**config.mk**
```make
export PLATFORM = sky130hd
export DESIGN_NAME = irq_wake_supply_monitor
export DESIGN_NICKNAME = d
export VERILOG_FILES = /design/src/hdl/irq_wake_pkg.sv /design/src/hdl/irq_wake_supply_monitor.sv
export SDC_FILE = /design/constraint.sdc
export NUM_CORES = 1
export LEC_CHECK = 0
export BUFFER_PORTS_ARGS = -buffer_cell sky130_fd_sc_hd__buf_4
export CAP_MARGIN = 40
export CORE_MARGIN = 1.5
export CORE_UTILIZATION = 26
export DETAILED_ROUTE_END_ITERATION = 8
export GPL_TIMING_DRIVEN = 0
export HOLD_SLACK_MARGIN = 0.12
export PLACE_DENSITY = 0.49
export REMOVE_ABC_BUFFERS = 1
export SKIP_CTS_REPAIR_TIMING = 1
export SYNTH_ARGS = -nofsm -noshare
export SYNTH_HDL_FRONTEND = slang
export SYNTH_SLANG_ARGS = --single-unit
export TNS_END_PERCENT = 5
```
**constraint.sdc**
```tcl
create_clock -name sys_clk -period 3.41 [get_ports sys_clk]
set_clock_uncertainty 0.05 [all_clocks]
set_input_delay 0.341 -clock sys_clk [delete_from_list [all_inputs] [get_ports sys_clk]]
set_output_delay 0.341 -clock sys_clk [all_outputs]
set_load 0.02 [all_outputs]
```
**src/hdl/irq_wake_pkg.sv**
```systemverilog
// Package: register map, field positions, timing and carrier types
package irq_wake_pkg;
  localparam logic [7:0] MON_CTRL_OFS = 8'h00;
  localparam logic [7:0] FLAGS_OFS = 8'h04;
  localparam logic [7:0] ENABLES_OFS = 8'h08;
  localparam logic [7:0] STATUS_OFS = 8'h0c;
  localparam int THRESH_LSB = 0;
  localparam int THRESH_W = 3;
  localparam int DET_EN_BIT = 4;
  localparam int LOW_OUT_BIT = 5;
  localparam int FLAG_SERIAL_BIT = 0;
  localparam int FLAG_LOWSUP_BIT = 1;
  localparam int FLAG_GROUP_LSB = 8;
  localparam int FLAG_MEMBER_LSB = 16;
  localparam int EN_GLOBAL_BIT = 0;
  localparam int EN_SERIAL_BIT = 1;
  localparam int EN_GROUP_LSB = 8;
  localparam int STAT_WAKE_BIT = 0;
  localparam int STAT_SLEEP_BIT = 1;
  localparam logic [2:0] THRESH_RESET = 3'h0;
  localparam logic DET_EN_RESET = 1'b0;
  localparam int NUM_GROUPS = 7;
  localparam int LOW_SUPPLY_GROUP = 1;
  localparam int VEC_W = 4;
  localparam logic [VEC_W-1:0] VEC_SERIAL = 4'h0;
  localparam int CLK_MHZ = 125;
  localparam int DETECT_DELAY_NS = 100000;
  localparam int DETECT_CYCLES_DEF = (DETECT_DELAY_NS * CLK_MHZ + 999) / 1000;
  localparam logic [2:0] HSIZE_WORD = 3'h2;
  typedef struct packed {
    logic valid;
    logic [VEC_W-1:0] vector;
  } core_call_t;
  typedef struct packed {
    logic sel;
    logic write;
    logic [7:0] addr;
  } bus_op_t;
endpackage

```
**src/hdl/irq_wake_supply_monitor.sv**
```systemverilog
// Interrupt flags, vectoring, wake-up and supply monitor with AHB-Lite slave
`timescale 1ns/1ps
// Functional notes
// - Serial-port event sets the serial-port request flag.
// - Serial vector called only if flag, global, serial enable set, stack not full.
// - Servicing serial clears its flag and the global enable.
// - Any flag rising low to high wakes, enables ignored.
// - Flag already high gives no wake; software may preset it.
// - Flags stay set until serviced or cleared by software.
// - Servicing a group clears only the group flag, not member flags.
// - Vectoring pushes only the program counter.
// - Interrupt return pops and sets global enable; plain return pops only.
// - Three-bit threshold select; every code selects the same level.
// - Monitor bit 5 reads 1 while the detector is enabled and supply is below threshold.
// - Monitor bit 4 enables the detector; 0 switches it off.
// - Monitor bits 7,6,3 read 0; implemented bits reset to 0.
// - Low-supply interrupt goes through one group interrupt.
// - Low-supply flag set only after detection delay of output high.
// - Enabled detector works asleep; a drop sets flag and wakes.
// - Output may toggle near threshold; no single clean edge assumed.
// - Group request raised when group flag set; members set group flags.
module irq_wake_supply_monitor import irq_wake_pkg::*; #(
  parameter int DETECT_CYCLES = DETECT_CYCLES_DEF
) (
  input wire logic sys_clk,
  input wire logic rst,
  input wire logic hsel,
  input wire logic [31:0] haddr,
  input wire logic [1:0] htrans,
  input wire logic hwrite,
  input wire logic [2:0] hsize,
  input wire logic [31:0] hwdata,
  input wire logic hready,
  output logic hreadyout,
  output logic hresp,
  output logic [31:0] hrdata,
  input wire logic serial_event,
  input wire logic [NUM_GROUPS-1:0] member_event,
  input wire logic supply_below,
  input wire logic stack_full,
  input wire logic core_ready,
  input wire logic ret_irq_exec,
  input wire logic ret_plain_exec,
  input wire logic sleep_active,
  output core_call_t call,
  output logic push_pc,
  output logic pop_pc,
  output logic wake_req,
  output logic detector_on
);
  localparam int CNT_W = $clog2(DETECT_CYCLES + 1);
  localparam int ALL_W = 2 + 2 * NUM_GROUPS;

  bus_op_t op_reg;
  logic [2:0] threshold_select_reg;
  logic detector_enable_reg;
  logic low_out_reg;
  logic [CNT_W-1:0] det_cnt_reg;
  logic serial_flag_reg;
  logic lowsup_flag_reg;
  logic [NUM_GROUPS-1:0] group_flag_reg;
  logic [NUM_GROUPS-1:0] member_flag_reg;
  logic global_en_reg;
  logic serial_en_reg;
  logic [NUM_GROUPS-1:0] group_en_reg;
  logic [ALL_W-1:0] all_prev_reg;
  logic [ALL_W-1:0] all_flags;
  logic rise_any;
  logic wr_en, wr_mon, wr_flags, wr_en_reg_sel;
  logic lowsup_set;
  logic can_call, svc_serial;
  logic [NUM_GROUPS-1:0] svc_group;
  logic [NUM_GROUPS-1:0] group_set;
  logic [VEC_W-1:0] svc_vec;
  logic [31:0] rd_mux;
  logic access;

  // Bus address phase capture
  assign access = hsel & hready & htrans[1];
  assign wr_en = op_reg.sel & op_reg.write;
  assign wr_mon = wr_en & (op_reg.addr == MON_CTRL_OFS);
  assign wr_flags = wr_en & (op_reg.addr == FLAGS_OFS);
  assign wr_en_reg_sel = wr_en & (op_reg.addr == ENABLES_OFS);

  always_ff @(posedge sys_clk) begin
    if (rst) begin
      op_reg <= '0;
    end else begin
      op_reg <= '{sel: access, write: hwrite & (hsize == HSIZE_WORD), addr: haddr[7:0]};
    end
  end

  // Reads take one wait state so a write just before is always seen
  always_ff @(posedge sys_clk) begin
    if (rst) begin
      hreadyout <= 1'b1;
      hrdata <= '0;
    end else begin
      hreadyout <= ~(access & ~hwrite);
      if (op_reg.sel & ~op_reg.write & ~hreadyout) begin
        hrdata <= rd_mux;
      end
    end
  end

  always_ff @(posedge sys_clk) begin
    if (rst) begin
      hresp <= 1'b0;
    end else begin
      hresp <= 1'b0;
    end
  end

  always_comb begin
    rd_mux = '0;
    case (op_reg.addr)
      MON_CTRL_OFS: begin
        rd_mux[THRESH_LSB +: THRESH_W] = threshold_select_reg;
        rd_mux[DET_EN_BIT] = detector_enable_reg;
        rd_mux[LOW_OUT_BIT] = low_out_reg;
      end
      FLAGS_OFS: begin
        rd_mux[FLAG_SERIAL_BIT] = serial_flag_reg;
        rd_mux[FLAG_LOWSUP_BIT] = lowsup_flag_reg;
        rd_mux[FLAG_GROUP_LSB +: NUM_GROUPS] = group_flag_reg;
        rd_mux[FLAG_MEMBER_LSB +: NUM_GROUPS] = member_flag_reg;
      end
      ENABLES_OFS: begin
        rd_mux[EN_GLOBAL_BIT] = global_en_reg;
        rd_mux[EN_SERIAL_BIT] = serial_en_reg;
        rd_mux[EN_GROUP_LSB +: NUM_GROUPS] = group_en_reg;
      end
      STATUS_OFS: begin
        rd_mux[STAT_WAKE_BIT] = wake_req;
        rd_mux[STAT_SLEEP_BIT] = sleep_active;
      end
      default: rd_mux = '0;
    endcase
  end

  // Threshold select stored only; all codes share one level
  always_ff @(posedge sys_clk) begin
    if (rst) begin
      threshold_select_reg <= THRESH_RESET;
      detector_enable_reg <= DET_EN_RESET;
      detector_on <= DET_EN_RESET;
    end else begin
      if (wr_mon) begin
        threshold_select_reg <= hwdata[THRESH_LSB +: THRESH_W];
        detector_enable_reg <= hwdata[DET_EN_BIT];
      end
      detector_on <= wr_mon ? hwdata[DET_EN_BIT] : detector_enable_reg;
    end
  end

  // Output flag follows comparator while enabled
  // Delay restarts on every low, so chatter never shortens it
  always_ff @(posedge sys_clk) begin
    if (rst) begin
      low_out_reg <= 1'b0;
      det_cnt_reg <= '0;
    end else begin
      low_out_reg <= supply_below & detector_enable_reg;
      if (!low_out_reg) begin
        det_cnt_reg <= '0;
      end else if (det_cnt_reg != CNT_W'(DETECT_CYCLES)) begin
        det_cnt_reg <= det_cnt_reg + 1'b1;
      end
    end
  end

  // One set per high spell of the output
  assign lowsup_set = low_out_reg & (det_cnt_reg == CNT_W'(DETECT_CYCLES - 1));

  // Priority: serial first, then lowest group
  assign can_call = global_en_reg & ~stack_full & core_ready & ~call.valid;
  always_comb begin
    svc_serial = 1'b0;
    svc_group = '0;
    svc_vec = VEC_SERIAL;
    if (can_call & serial_flag_reg & serial_en_reg) begin
      svc_serial = 1'b1;
    end else if (can_call) begin
      for (int g = NUM_GROUPS - 1; g >= 0; g--) begin
        if (group_flag_reg[g] & group_en_reg[g]) begin
          svc_group = '0;
          svc_group[g] = 1'b1;
          svc_vec = VEC_W'(g + 1);
        end
      end
    end
  end

  // Serial flag; set wins over clears
  // Cleared only by service or software
  always_ff @(posedge sys_clk) begin
    if (rst) begin
      serial_flag_reg <= 1'b0;
      lowsup_flag_reg <= 1'b0;
      member_flag_reg <= '0;
    end else begin
      serial_flag_reg <= ((wr_flags ? hwdata[FLAG_SERIAL_BIT] : serial_flag_reg) & ~svc_serial) | serial_event;
      // Detector path is level logic, active whatever the sleep state
      lowsup_flag_reg <= (wr_flags ? hwdata[FLAG_LOWSUP_BIT] : lowsup_flag_reg) | lowsup_set;
      // Member flags untouched by group service
      member_flag_reg <= (wr_flags ? hwdata[FLAG_MEMBER_LSB +: NUM_GROUPS] : member_flag_reg) | member_event;
    end
  end

  // Any member raising sets its group flag
  always_comb begin
    group_set = member_event;
    group_set[LOW_SUPPLY_GROUP] = member_event[LOW_SUPPLY_GROUP] | lowsup_set;
  end

  always_ff @(posedge sys_clk) begin
    if (rst) begin
      group_flag_reg <= '0;
    end else begin
      group_flag_reg <= ((wr_flags ? hwdata[FLAG_GROUP_LSB +: NUM_GROUPS] : group_flag_reg) & ~svc_group)
                        | group_set;
    end
  end

  // Returns restore or leave global enable
  always_ff @(posedge sys_clk) begin
    if (rst) begin
      global_en_reg <= 1'b0;
      serial_en_reg <= 1'b0;
      group_en_reg <= '0;
    end else begin
      if (wr_en_reg_sel) begin
        serial_en_reg <= hwdata[EN_SERIAL_BIT];
        group_en_reg <= hwdata[EN_GROUP_LSB +: NUM_GROUPS];
      end
      if (svc_serial | (|svc_group)) begin
        global_en_reg <= 1'b0;
      end else if (ret_irq_exec) begin
        global_en_reg <= 1'b1;
      end else if (wr_en_reg_sel) begin
        global_en_reg <= hwdata[EN_GLOBAL_BIT];
      end
    end
  end

  always_ff @(posedge sys_clk) begin
    if (rst) begin
      call <= '0;
      push_pc <= 1'b0;
      pop_pc <= 1'b0;
    end else begin
      call.valid <= svc_serial | (|svc_group);
      call.vector <= svc_vec;
      push_pc <= svc_serial | (|svc_group);
      pop_pc <= ret_irq_exec | ret_plain_exec;
    end
  end

  // Rising edge of any flag, enables ignored
  // A flag held high shows no rise
  assign all_flags = {member_flag_reg, group_flag_reg, lowsup_flag_reg, serial_flag_reg};
  assign rise_any = |(all_flags & ~all_prev_reg);

  // Held until clock back, new rise wins
  always_ff @(posedge sys_clk) begin
    if (rst) begin
      all_prev_reg <= '0;
      wake_req <= 1'b0;
    end else begin
      all_prev_reg <= all_flags;
      wake_req <= rise_any | (wake_req & sleep_active);
    end
  end
endmodule

```
==> qor.yml, run 1 <==
synthesis:
  ys_seq_area_share_pct: 48.4
  yosysTopAreaCell: "dfxtp_1"
  synth_ff_type: "dfxtp_1"
  synth_cell_type_count: 52
  synth_warnings: 0
  synthTopCellsByArea: "dfxtp_1 48%, mux2i_1 6.6%, nor2_1 6.2%"
  synthCells: 423
  syn_avg_cell_area_um2: 9.39
  synthArstFlopShare_pct: 0
  synth_edf_count: 0
  netlist_area_um2: 3970
  synth_top_area_share_pct: 48.4
  ys_ff_latch: 96
power_and_ir_drop:
  power.density_nw_per_um2: 501
  power_frac_seq_pct: 47.4
  p_clk_share_pct: 46.2
  p_leak_nw: 2.16
  intPower_mw: 1.96
  ir_drop_v: 0.000240
  switchingPower_mw: 0.521
  swShare_pct: 21.0
  comb_power_share_pct: 6.4
floorplanning:
  fp.dieH_um: 127
  die_x_um: 127
  io_pins: 131
  core.rowCount: 44
  fp.coreArea_um2: 14700
  start_util_pct: 27.0
  dieArea_um2: 16000
layout:
  finish.utilization_pct: 33.6
  layout-drive-gt1-share_pct: 20.3
  multi_input_area_um2: 1740
  final-seq-area_um2: 1920
  fillers: 1497
  finalNetCount: 583
  largest_reg_flops: 19
  antenna_cells: 0
  final_cell_area_um2: 4940
  syn2layout_area_growth_pct: 24.4
worst_setup_path:
  reg2reg_from: "op_reg[3]"
  path_max_fanout: 9
  cpPeakStageDelay_ns: 0.65
  cp-end-kind: "register"
  cp-endpoint: "global_en_reg"
  crit_chain: "and2b_1 > nand4_1 > mux2_4 > nor2_1 > nor3_1"
  critPathRequiredTime_ns: 3.55
  crit_type: "reg -> reg"
  rrSetupSlack_ns: 0.97
  crit_path_start: "op_reg[3]"
  cp_slowest_cell: "nand4_1"
  start_kind: "register"
  regToRegEndpoint: "global_en_reg"
  cp.arrival_ns: 2.58
  r2r_cells: 5
clocking:
  clock_path_buffers: 2
  cts_tree: "yes"
  clock_latency_ns: 0.34
  clk_pin_slew_ns: 0.06
  root_buffer: "clkbuf_16"
  cts_made_buffers: 9
  h-tree-depth: 3
  clock_sinks: 96
detailed_routing:
  first_iter_violations: 125
  via_count: 3065
  drcViolationCount: 0
  routedWlPerCell_um: 14.6
  vias_per_cell: 4.50
  dr.pass1.iters: 4
  final_antenna_net_count: 0
  drt-total-wl_um: 9950
sta:
  worst-slew-pin-transition_ns: 0.804
  setup_violations: 0
  setup_tns_ns: 0
  final_max_slew_viol_count: 0
  slew_headroom_pct: 46.4
  fmax_mhz: 410
  hold_viol: 0
  finalCritPeriodShare_pct: 71.6
  setup_ws_ns: 0.969
  fin_crit_ns: 2.44
  grt_setup_unrepaired: "false"
global_route:
  antenna_found_initial: 0
  grt_pass1_vias: 3057
  grt_max_degree: 76
  grt_pass1_wl_um: 16000
  track_usage_pct: 13.0
  grt-ovfl-total: 0
hold_path:
  hold_path_class: "in -> reg"
  worst_hold_path.num_cells: 2
flow_run:
  cap_violations: 0
outcome:
  status: "complete, no violations"
place:
  placed_area_um2: 4610
  dp_slack_ns: 0.907
  dp_hpwl_um: 7260
  portBuffers: 76
  gp_congestion: 0.813
placed cells by master, fill, tap and decap left out, drive strengths merged, types with 2 or more instances in the layout:
cell | synthesis | final
nand3 | 5 | 5
and2 | 4 | 4
ha | 2 | 2
and4b | 2 | 2
nor2 | 66 | 66
xnor2 | 5 | 5
o311a | 2 | 2
xor2 | 5 | 5
mux2i | 26 | 26
mux4 | 2 | 2
o22ai | 5 | 5
inv | 26 | 26
nor3 | 12 | 12
o21ai | 6 | 6
nand4 | 5 | 5
nor2b | 14 | 14
a22oi | 19 | 19
mux2 | 3 | 3
nand2 | 26 | 26
conb | 1 | 15
nor4b | 2 | 2
clkbuf | 11 | 12
or3 | 3 | 3
a41o | 2 | 2
dfxtp | 96 | 96
bufinv | 0 | 3
and3 | 5 | 5
buf | 22 | 78
nor4 | 4 | 4
a21oi | 26 | 26
a31oi | 4 | 4
cells by family (layout without fill, tap and decap cells):
family / count (synthesis) / count (layout) / share of synthesized area [%]
xor gates and xnor gates: 10 / 10 / 2.20
other: 1 / 15 / 0.0944
DFF: 96 / 96 / 48.4
buffers and inverters: 59 / 119 / 9.04
adders and majority gates: 2 / 2 / 0.630
muxes: 31 / 31 / 8.63
AOI/OAI and AO/OA: 71 / 71 / 11.5
and+or+nand+nor: 153 / 153 / 19.5
critical path: cells and delay by family (launching register included):
family,cells,cell delay [ns]
multiplexers,1,0.52
AND/OR/NAND/NOR,4,1.20
flip-flops,1,0.53
cell type report:
cell class,instances,area share [%]
Timing Repair Buffer,78,12.4
Clock inverter,3,1.82
Tap cell,184,4.66
Sequential cell,96,38.9
Clock buffer,12,4.99
Multi-Input combinational cell,282,35.3
Inverter,26,1.97
cells in the mapped netlist, types with 6 or more instances:
library cell / instances
a22oi_1: 19
dfxtp_1: 96
buf_4: 19
nor2_1: 66
inv_1: 26
o21ai_0: 6
nand2_1: 25
nor3_1: 12
mux2i_1: 26
nor2b_1: 14
a21oi_1: 26
worst min path at each step:
stage | startpoint | to | slack [ns]
6_report | hwrite | hreadyout | 0.13
5_1_grt | hwrite | hreadyout | 0.12
4_1_cts | hwrite | hreadyout | 0.12
3_5_place_dp | lowsup_flag_reg | all_prev_reg[1] | 0.42
3_3_place_gp | member_flag_reg[0] | all_prev_reg[9] | 0.41
2_1_floorplan | rst | all_prev_reg[0] | 0.36
power groups by stage:
| stage | clock, mW | sequential (mW) | combinational, mW |
|---|---|---|---|
| after detailed placement | 0 | 1.20 | 0.160 |
| after floorplan | 0 | 1.20 | 0.0764 |
| after global routing | 1.23 | 1.18 | 0.174 |
| after CTS | 1.18 | 1.18 | 0.160 |
| after global placement | 0 | 1.20 | 0.157 |
| final | 1.15 | 1.18 | 0.158 |
stage by stage:
stage	power, mW	instances	hold slack, ns
2_1_floorplan	1.27	404	0.358
3_3_place_gp	1.36	664	0.415
3_5_place_dp	1.36	666	0.424
4_1_cts	2.51	681	0.120
5_1_grt	2.58	681	0.122
6_report	2.48	681	0.135
routing by layer:
layer / vias up / GRT usage, % / share of wire (%)
li1: 1568 / - / -
met1: 1418 / 16.4 / 47
met2: 70 / 20.9 / 46
met3: 9 / 4.64 / 5.5
met4: 0 / 3.65 / 1.1
met5: - / 0 / 0
Note: power is estimated with default switching activity, not from simulation.
==> run 2, diff against run 1 <==
--- a/config.mk
+++ b/config.mk
@@ -5,6 +5,7 @@
 export SDC_FILE = /design/constraint.sdc
 export NUM_CORES = 1
 export LEC_CHECK = 0
+export ABC_AREA = 1
 export BUFFER_PORTS_ARGS = -buffer_cell sky130_fd_sc_hd__buf_4
 export CAP_MARGIN = 40
 export CORE_MARGIN = 1.5
@@ -12,7 +13,7 @@
 export DETAILED_ROUTE_END_ITERATION = 8
 export GPL_TIMING_DRIVEN = 0
 export HOLD_SLACK_MARGIN = 0.12
-export PLACE_DENSITY = 0.49
+export PLACE_DENSITY = 0.48
 export REMOVE_ABC_BUFFERS = 1
 export SKIP_CTS_REPAIR_TIMING = 1
 export SYNTH_ARGS = -nofsm -noshare
==> constraint.sdc (replaced) <==
create_clock -name sys_clk -period 2.5 [get_ports sys_clk]
set_clock_uncertainty 0.05 [all_clocks]
set_input_delay 0.25 -clock sys_clk [delete_from_list [all_inputs] [get_ports sys_clk]]
set_output_delay 0.25 -clock sys_clk [all_outputs]
set_load 0.02 [all_outputs]
==> run 2 against run 1 <==
Compared with the run above: via count increased by 27%; die area rose by 5.2%; worst setup slack worse by 0.41 ns; power is 37% higher; maximum frequency grew 26%; first-iteration DRC count rose by 70%; highest routed layer unchanged; count of clock-buffer cells in the layout fell by 1; combinational power rose by 72%; sequential share of layout area fell by 3.9 points.
==> qor.yml, run 2 <==
synthesis:
  synth_cell_type_count: 39
  synthTopCellsByArea: "dfxtp_1 46%, inv_1 8.8%, nand2_1 8.5%"
  yosysTopAreaCell: "dfxtp_1"
  synthCells: 580
  ys_seq_area_share_pct: 45.9
  synth_common_cells: "98 x inv_1, 96 x dfxtp_1, 95 x nand2_1"
  synth_ff_type: "dfxtp_1"
  syn_avg_cell_area_um2: 7.22
  synthArstFlopShare_pct: 0
  synth_most_common_cell: "inv_1"
  synth_edf_count: 0
  netlist_area_um2: 4190
  ys_ff_latch: 96
  synth_warnings: 0
  synth_top_area_share_pct: 45.9
power_and_ir_drop:
  ir_drop_v: 0.000322
  p_leak_nw: 2.52
  power_mw: 3.39
  power.density_nw_per_um2: 616
  comb_power_share_pct: 8.0
  p_clk_share_pct: 45.0
  switchingPower_mw: 0.763
  power_frac_seq_pct: 47.0
  intPower_mw: 2.62
  swShare_pct: 22.5
layout:
  layout-drive-gt1-share_pct: 16.0
  antenna_cells: 0
  layout_common_cells: "98 x inv_1, 96 x dfxtp_1, 95 x nand2_1, 76 x buf_4, 73 x nor2_1"
  fillers: 1693
  syn2layout_area_growth_pct: 31.4
  layout_commonest_cell: "inv_1"
  multi_input_area_um2: 1750
  finalNetCount: 766
  final-seq-area_um2: 1920
  fin_cells: 896
  largest_reg_flops: 19
floorplanning:
  io_pins: 131
  fp.dieH_um: 130
  start_util_pct: 26.4
  dieArea_um2: 16900
  die_x_um: 130
  fp.coreArea_um2: 15800
  core.rowCount: 46
clocking:
  clock_path_buffers: 2
  clock_latency_ns: 0.35
  clk_pin_slew_ns: 0.07
  cts_made_buffers: 9
  cts_tree: "yes"
  root_buffer: "clkbuf_16"
  h-tree-depth: 3
  clock_sinks: 96
sta:
  finalCritPeriodShare_pct: 77.7
  setup_violations: 0
  worst-slew-pin-transition_ns: 0.712
  fin_crit_ns: 1.94
  slew_headroom_pct: 52.5
  final_max_slew_viol_count: 0
  holdWs_ns: 0.113
  grt_setup_unrepaired: "false"
  setup_ws_ns: 0.558
  fmax_mhz: 515
  hold_viol: 0
worst_setup_path:
  cp_slowest_cell: "nor3_2"
  cp.arrival_ns: 2.13
  crit_type: "reg -> reg"
  path_max_fanout: 9
  critical_path.top_delay_family: "buffers and inverters"
  crit_chain: "nor3_2 > clkinv_1 > o21bai_1 > inv_1"
  cp-end-kind: "register"
  start_kind: "register"
  cpPeakStageDelay_ns: 0.59
  critPathRequiredTime_ns: 2.69
  crit_buf_inv: 2
detailed_routing:
  drt-total-wl_um: 11200
  drcViolationCount: 0
  via_count: 3879
  routedWlPerCell_um: 12.5
  vias_per_cell: 4.33
  final_antenna_net_count: 0
  first_iter_violations: 212
  dr.pass1.iters: 5
hold_path:
  hold_path_class: "in -> reg"
global_route:
  track_usage_pct: 14.1
  grt_max_degree: 42
  grt_pass1_wl_um: 18300
  antenna_found_initial: 0
  grt-ovfl-total: 0
  grt_pass1_vias: 3719
flow_run:
  cap_violations: 0
place:
  dp.cells: 858
  dp_hpwl_um: 8290
  dp_slack_ns: 0.339
  portBuffers: 76
  gp_congestion: 0.838
outcome:
  status: "complete, no violations"
[run 2: cell families (layout without fill, tap and decap cells)]
logic type	Yosys count	count (layout)	synth area share [%]
XOR/XNOR	3	3	0.628
other	1	15	0.0896
adder cells (fa/ha/maj)	2	2	0.598
AND/OR/NAND/NOR	221	221	22.8
AO/OA/AOI/OAI	125	125	16.2
flip-flops	96	96	45.9
buffers and inverters	132	218	13.8
[run 2: area by class of cell]
class                           instances  area share [%]
Clock buffer                           11            4.60
Clock inverter                          4            1.39
Inverter                              101            6.94
Multi-Input combinational cell        366            31.7
Sequential cell                        96            34.9
Tap cell                              216            4.91
Timing Repair Buffer                  102            15.5
[run 2: worst paths after layout]
| path | startpoint | end | slack, ns | cells past startpoint |
|---|---|---|---|---|
| worst min register to register | member_flag_reg[0] | hrdata[16] | 0.41 | 2 |
| worst max-delay path | op_reg[8] | hrdata[10] | 0.56 | 4 |
| worst max register to register | op_reg[8] | hrdata[10] | 0.56 | 4 |
| worst min-delay path | hwdata[4] | detector_enable_reg | 0.11 | 3 |
[run 2: metrics by stage]
step | TNS (ns) | utilization, % | instance area (µm²)
final | 0 | 34.7 | 5500
after CTS | 0 | 33.3 | 5270
after detailed placement | 0 | 31.2 | 4940
after global routing | 0 | 34.7 | 5500
after floorplan | -1.78 | - | 4040
after global placement | -30.11 | 30.9 | 4880
[run 2: power by group through the flow]
stage	Clock [mW]	Sequential, mW	Combinational, mW
floorplan	0	1.62	0.124
global route	1.65	1.59	0.304
CTS	1.58	1.59	0.247
finish	1.52	1.59	0.271
detailed placement	0	1.63	0.246
global placement	0	1.62	0.239
[run 2: worst reg2reg max path: cells and delay by family, from the launching register on]
kind / cells / cell delay (ns)
DFF: 1 / 0.32
AOI/OAI and AO/OA: 1 / 0.27
buffers and inverters: 2 / 0.60
and+or+nand+nor: 1 / 0.59
[run 2: per-layer routing]
metal	global-route usage [%]	wire, µm	share of wire [%]	up-vias
li1	-	-	-	1991
met1	17.3	5290	47	1789
met2	23.9	5260	47	86
met3	4.06	498	4.4	13
met4	4.12	153	1.4	0
met5	0	0	0	-
==> run 3, diff against run 2 <==
==> constraint.sdc (replaced) <==
create_clock -name sys_clk -period 1.85 [get_ports sys_clk]
set_clock_uncertainty 0.05 [all_clocks]
set_input_delay 0.185 -clock sys_clk [delete_from_list [all_inputs] [get_ports sys_clk]]
set_output_delay 0.185 -clock sys_clk [all_outputs]
set_load 0.02 [all_outputs]
==> run 3 against run 2 <==
Compared with the run above: sequential power is 35% higher; core utilization is 1.0 points higher; worst hold slack worse by 0.024 ns; count of clock-buffer cells in the layout stayed put; power is 36% higher; critical path type is now in -> reg; combinational power is 44% higher; via count is 1.3% higher; cell area is 3.0% higher; first-iteration DRC count is 13% higher; wire length is 0.60% higher; sequential share of layout area is 1.0 points lower.
==> qor.yml, run 3 (synthesis results as in run 2) <==
clocking:
  clock_sinks: 96
  clock_path_buffers: 2
  root_buffer: "clkbuf_16"
  cts_made_buffers: 9
  h-tree-depth: 3
  clk_pin_slew_ns: 0.07
  cts_tree: "yes"
  clock_latency_ns: 0.35
hold_path:
  hold_path_class: "in -> reg"
  worst_hold_path.num_cells: 5
worst_setup_path:
  cpPeakStageDelay_ns: 0.54
  start_kind: "input pin"
  path_max_fanout: 41
  critPathRequiredTime_ns: 2.04
  cp.arrival_ns: 1.90
  crit_buf_inv: 3
  r2r_cells: 8
  crit_type: "in -> reg"
  critical_path.top_delay_family: "buffers and inverters"
  cp_slowest_cell: "dlygate4sd3_1"
  crit_cells: 5
  cp-end-kind: "register"
  crit_chain: "buf_4 > clkinvlp_4 > nand2_1 > nor4_1 > dlygate4sd3_1"
power_and_ir_drop:
  power_frac_seq_pct: 46.7
  p_leak_nw: 2.58
  switchingPower_mw: 1.04
  ir_drop_v: 0.000434
  power_mw: 4.60
  intPower_mw: 3.56
  p_clk_share_pct: 44.8
  swShare_pct: 22.6
  comb_power_share_pct: 8.5
  power.density_nw_per_um2: 812
floorplanning:
  die_x_um: 130
  io_pins: 131
  dieArea_um2: 16900
  fp.dieH_um: 130
  core.rowCount: 46
  start_util_pct: 26.4
  fp.coreArea_um2: 15800
place:
  portBuffers: 76
  dp_hpwl_um: 8290
  dp.cells: 858
  gp_congestion: 0.838
layout:
  layout_commonest_cell: "inv_1"
  finalNetCount: 780
  fin_cells: 910
  syn2layout_area_growth_pct: 35.3
  largest_reg_flops: 19
  layout-drive-gt1-share_pct: 16.1
  antenna_cells: 0
  fillers: 1678
  layout_common_cells: "97 x inv_1, 96 x dfxtp_1, 94 x nand2_1, 76 x buf_4, 73 x nor2_1"
  finish.utilization_pct: 35.8
detailed_routing:
  final_antenna_net_count: 0
  vias_per_cell: 4.32
  first_iter_violations: 239
  drt-total-wl_um: 11300
  via_count: 3931
  dr.pass1.iters: 5
  drcViolationCount: 0
  routedWlPerCell_um: 12.4
sta:
  final_max_slew_viol_count: 0
  hold_viol: 0
  worst-slew-pin-transition_ns: 0.505
  fmax_mhz: 585
  grt_setup_unrepaired: "false"
  finalCritPeriodShare_pct: 92.4
  fin_crit_ns: 1.71
  setup_violations: 0
  slew_headroom_pct: 66.2
global_route:
  track_usage_pct: 14.1
  grt_max_degree: 42
  grt_pass1_vias: 3719
  grt-ovfl-total: 0
  antenna_found_initial: 0
  grt_pass1_wl_um: 18300
outcome:
  status: "complete, no violations"
flow_run:
  cap_violations: 0
run 3: final timing paths:
check	end	slack, ns	from
worst min-delay path	member_flag_reg[5]	0.09	hwdata[21]
worst max register to register	group_flag_reg[6]	0.20	op_reg[5]
worst max-delay path	op_reg[8]	0.14	rst
worst min register to register	hrdata[16]	0.41	member_flag_reg[0]
run 3: power groups by stage:
| stage | clock network, mW | logic, mW | registers [mW] |
|---|---|---|---|
| final | 2.06 | 0.391 | 2.15 |
| after global routing | 2.22 | 0.436 | 2.15 |
| after CTS | 2.13 | 0.334 | 2.15 |
| after detailed placement | 0 | 0.332 | 2.20 |
| after global placement | 0 | 0.323 | 2.20 |
| after floorplan | 0 | 0.168 | 2.19 |
run 3: routing by layer:
layer  up-vias  share of wire, %  GRT usage [%]
li1       2017                 -              -
met4         0               1.1           4.12
met1      1805                47           17.3
met3        13               4.8           4.06
met2        96                47           23.9
met5         -                 0              0
run 3: cell type report:
cell class                      instances  area, µm²  area share (%)
Sequential cell                        96       1920            33.9
Multi-Input combinational cell        366       1760            31.1
Timing Repair Buffer                  116        991            17.5
Inverter                              101        389            6.87
Tap cell                              216        270            4.77
Clock buffer                           11        253            4.46
Clock inverter                          4       76.3            1.35
run 3: worst reg2reg max path, cell delays in order, from the launching register on:
cell,delay [ns]
dfxtp_1,0.30
nor2_1,0.14
nand2_2,0.13
nor2_4,0.28
nand2_1,0.31
nand2_1,0.14
nand2_1,0.06
nand2_1,0.07
a21oi_2,0.05
run 3: through the flow:
step                      setup TNS [ns]  area (µm²)  hold WS (ns)  setup slack, ns
after floorplan                   -10.56        4040         0.197           -0.863
after global placement            -51.89        4880         0.302            -2.90
after detailed placement           -2.69        4940         0.303           -0.246
after CTS                          -1.12        5270       -0.0745           -0.147
after global routing                   0        5660         0.126          0.00520
final                                  0        5660        0.0892            0.141
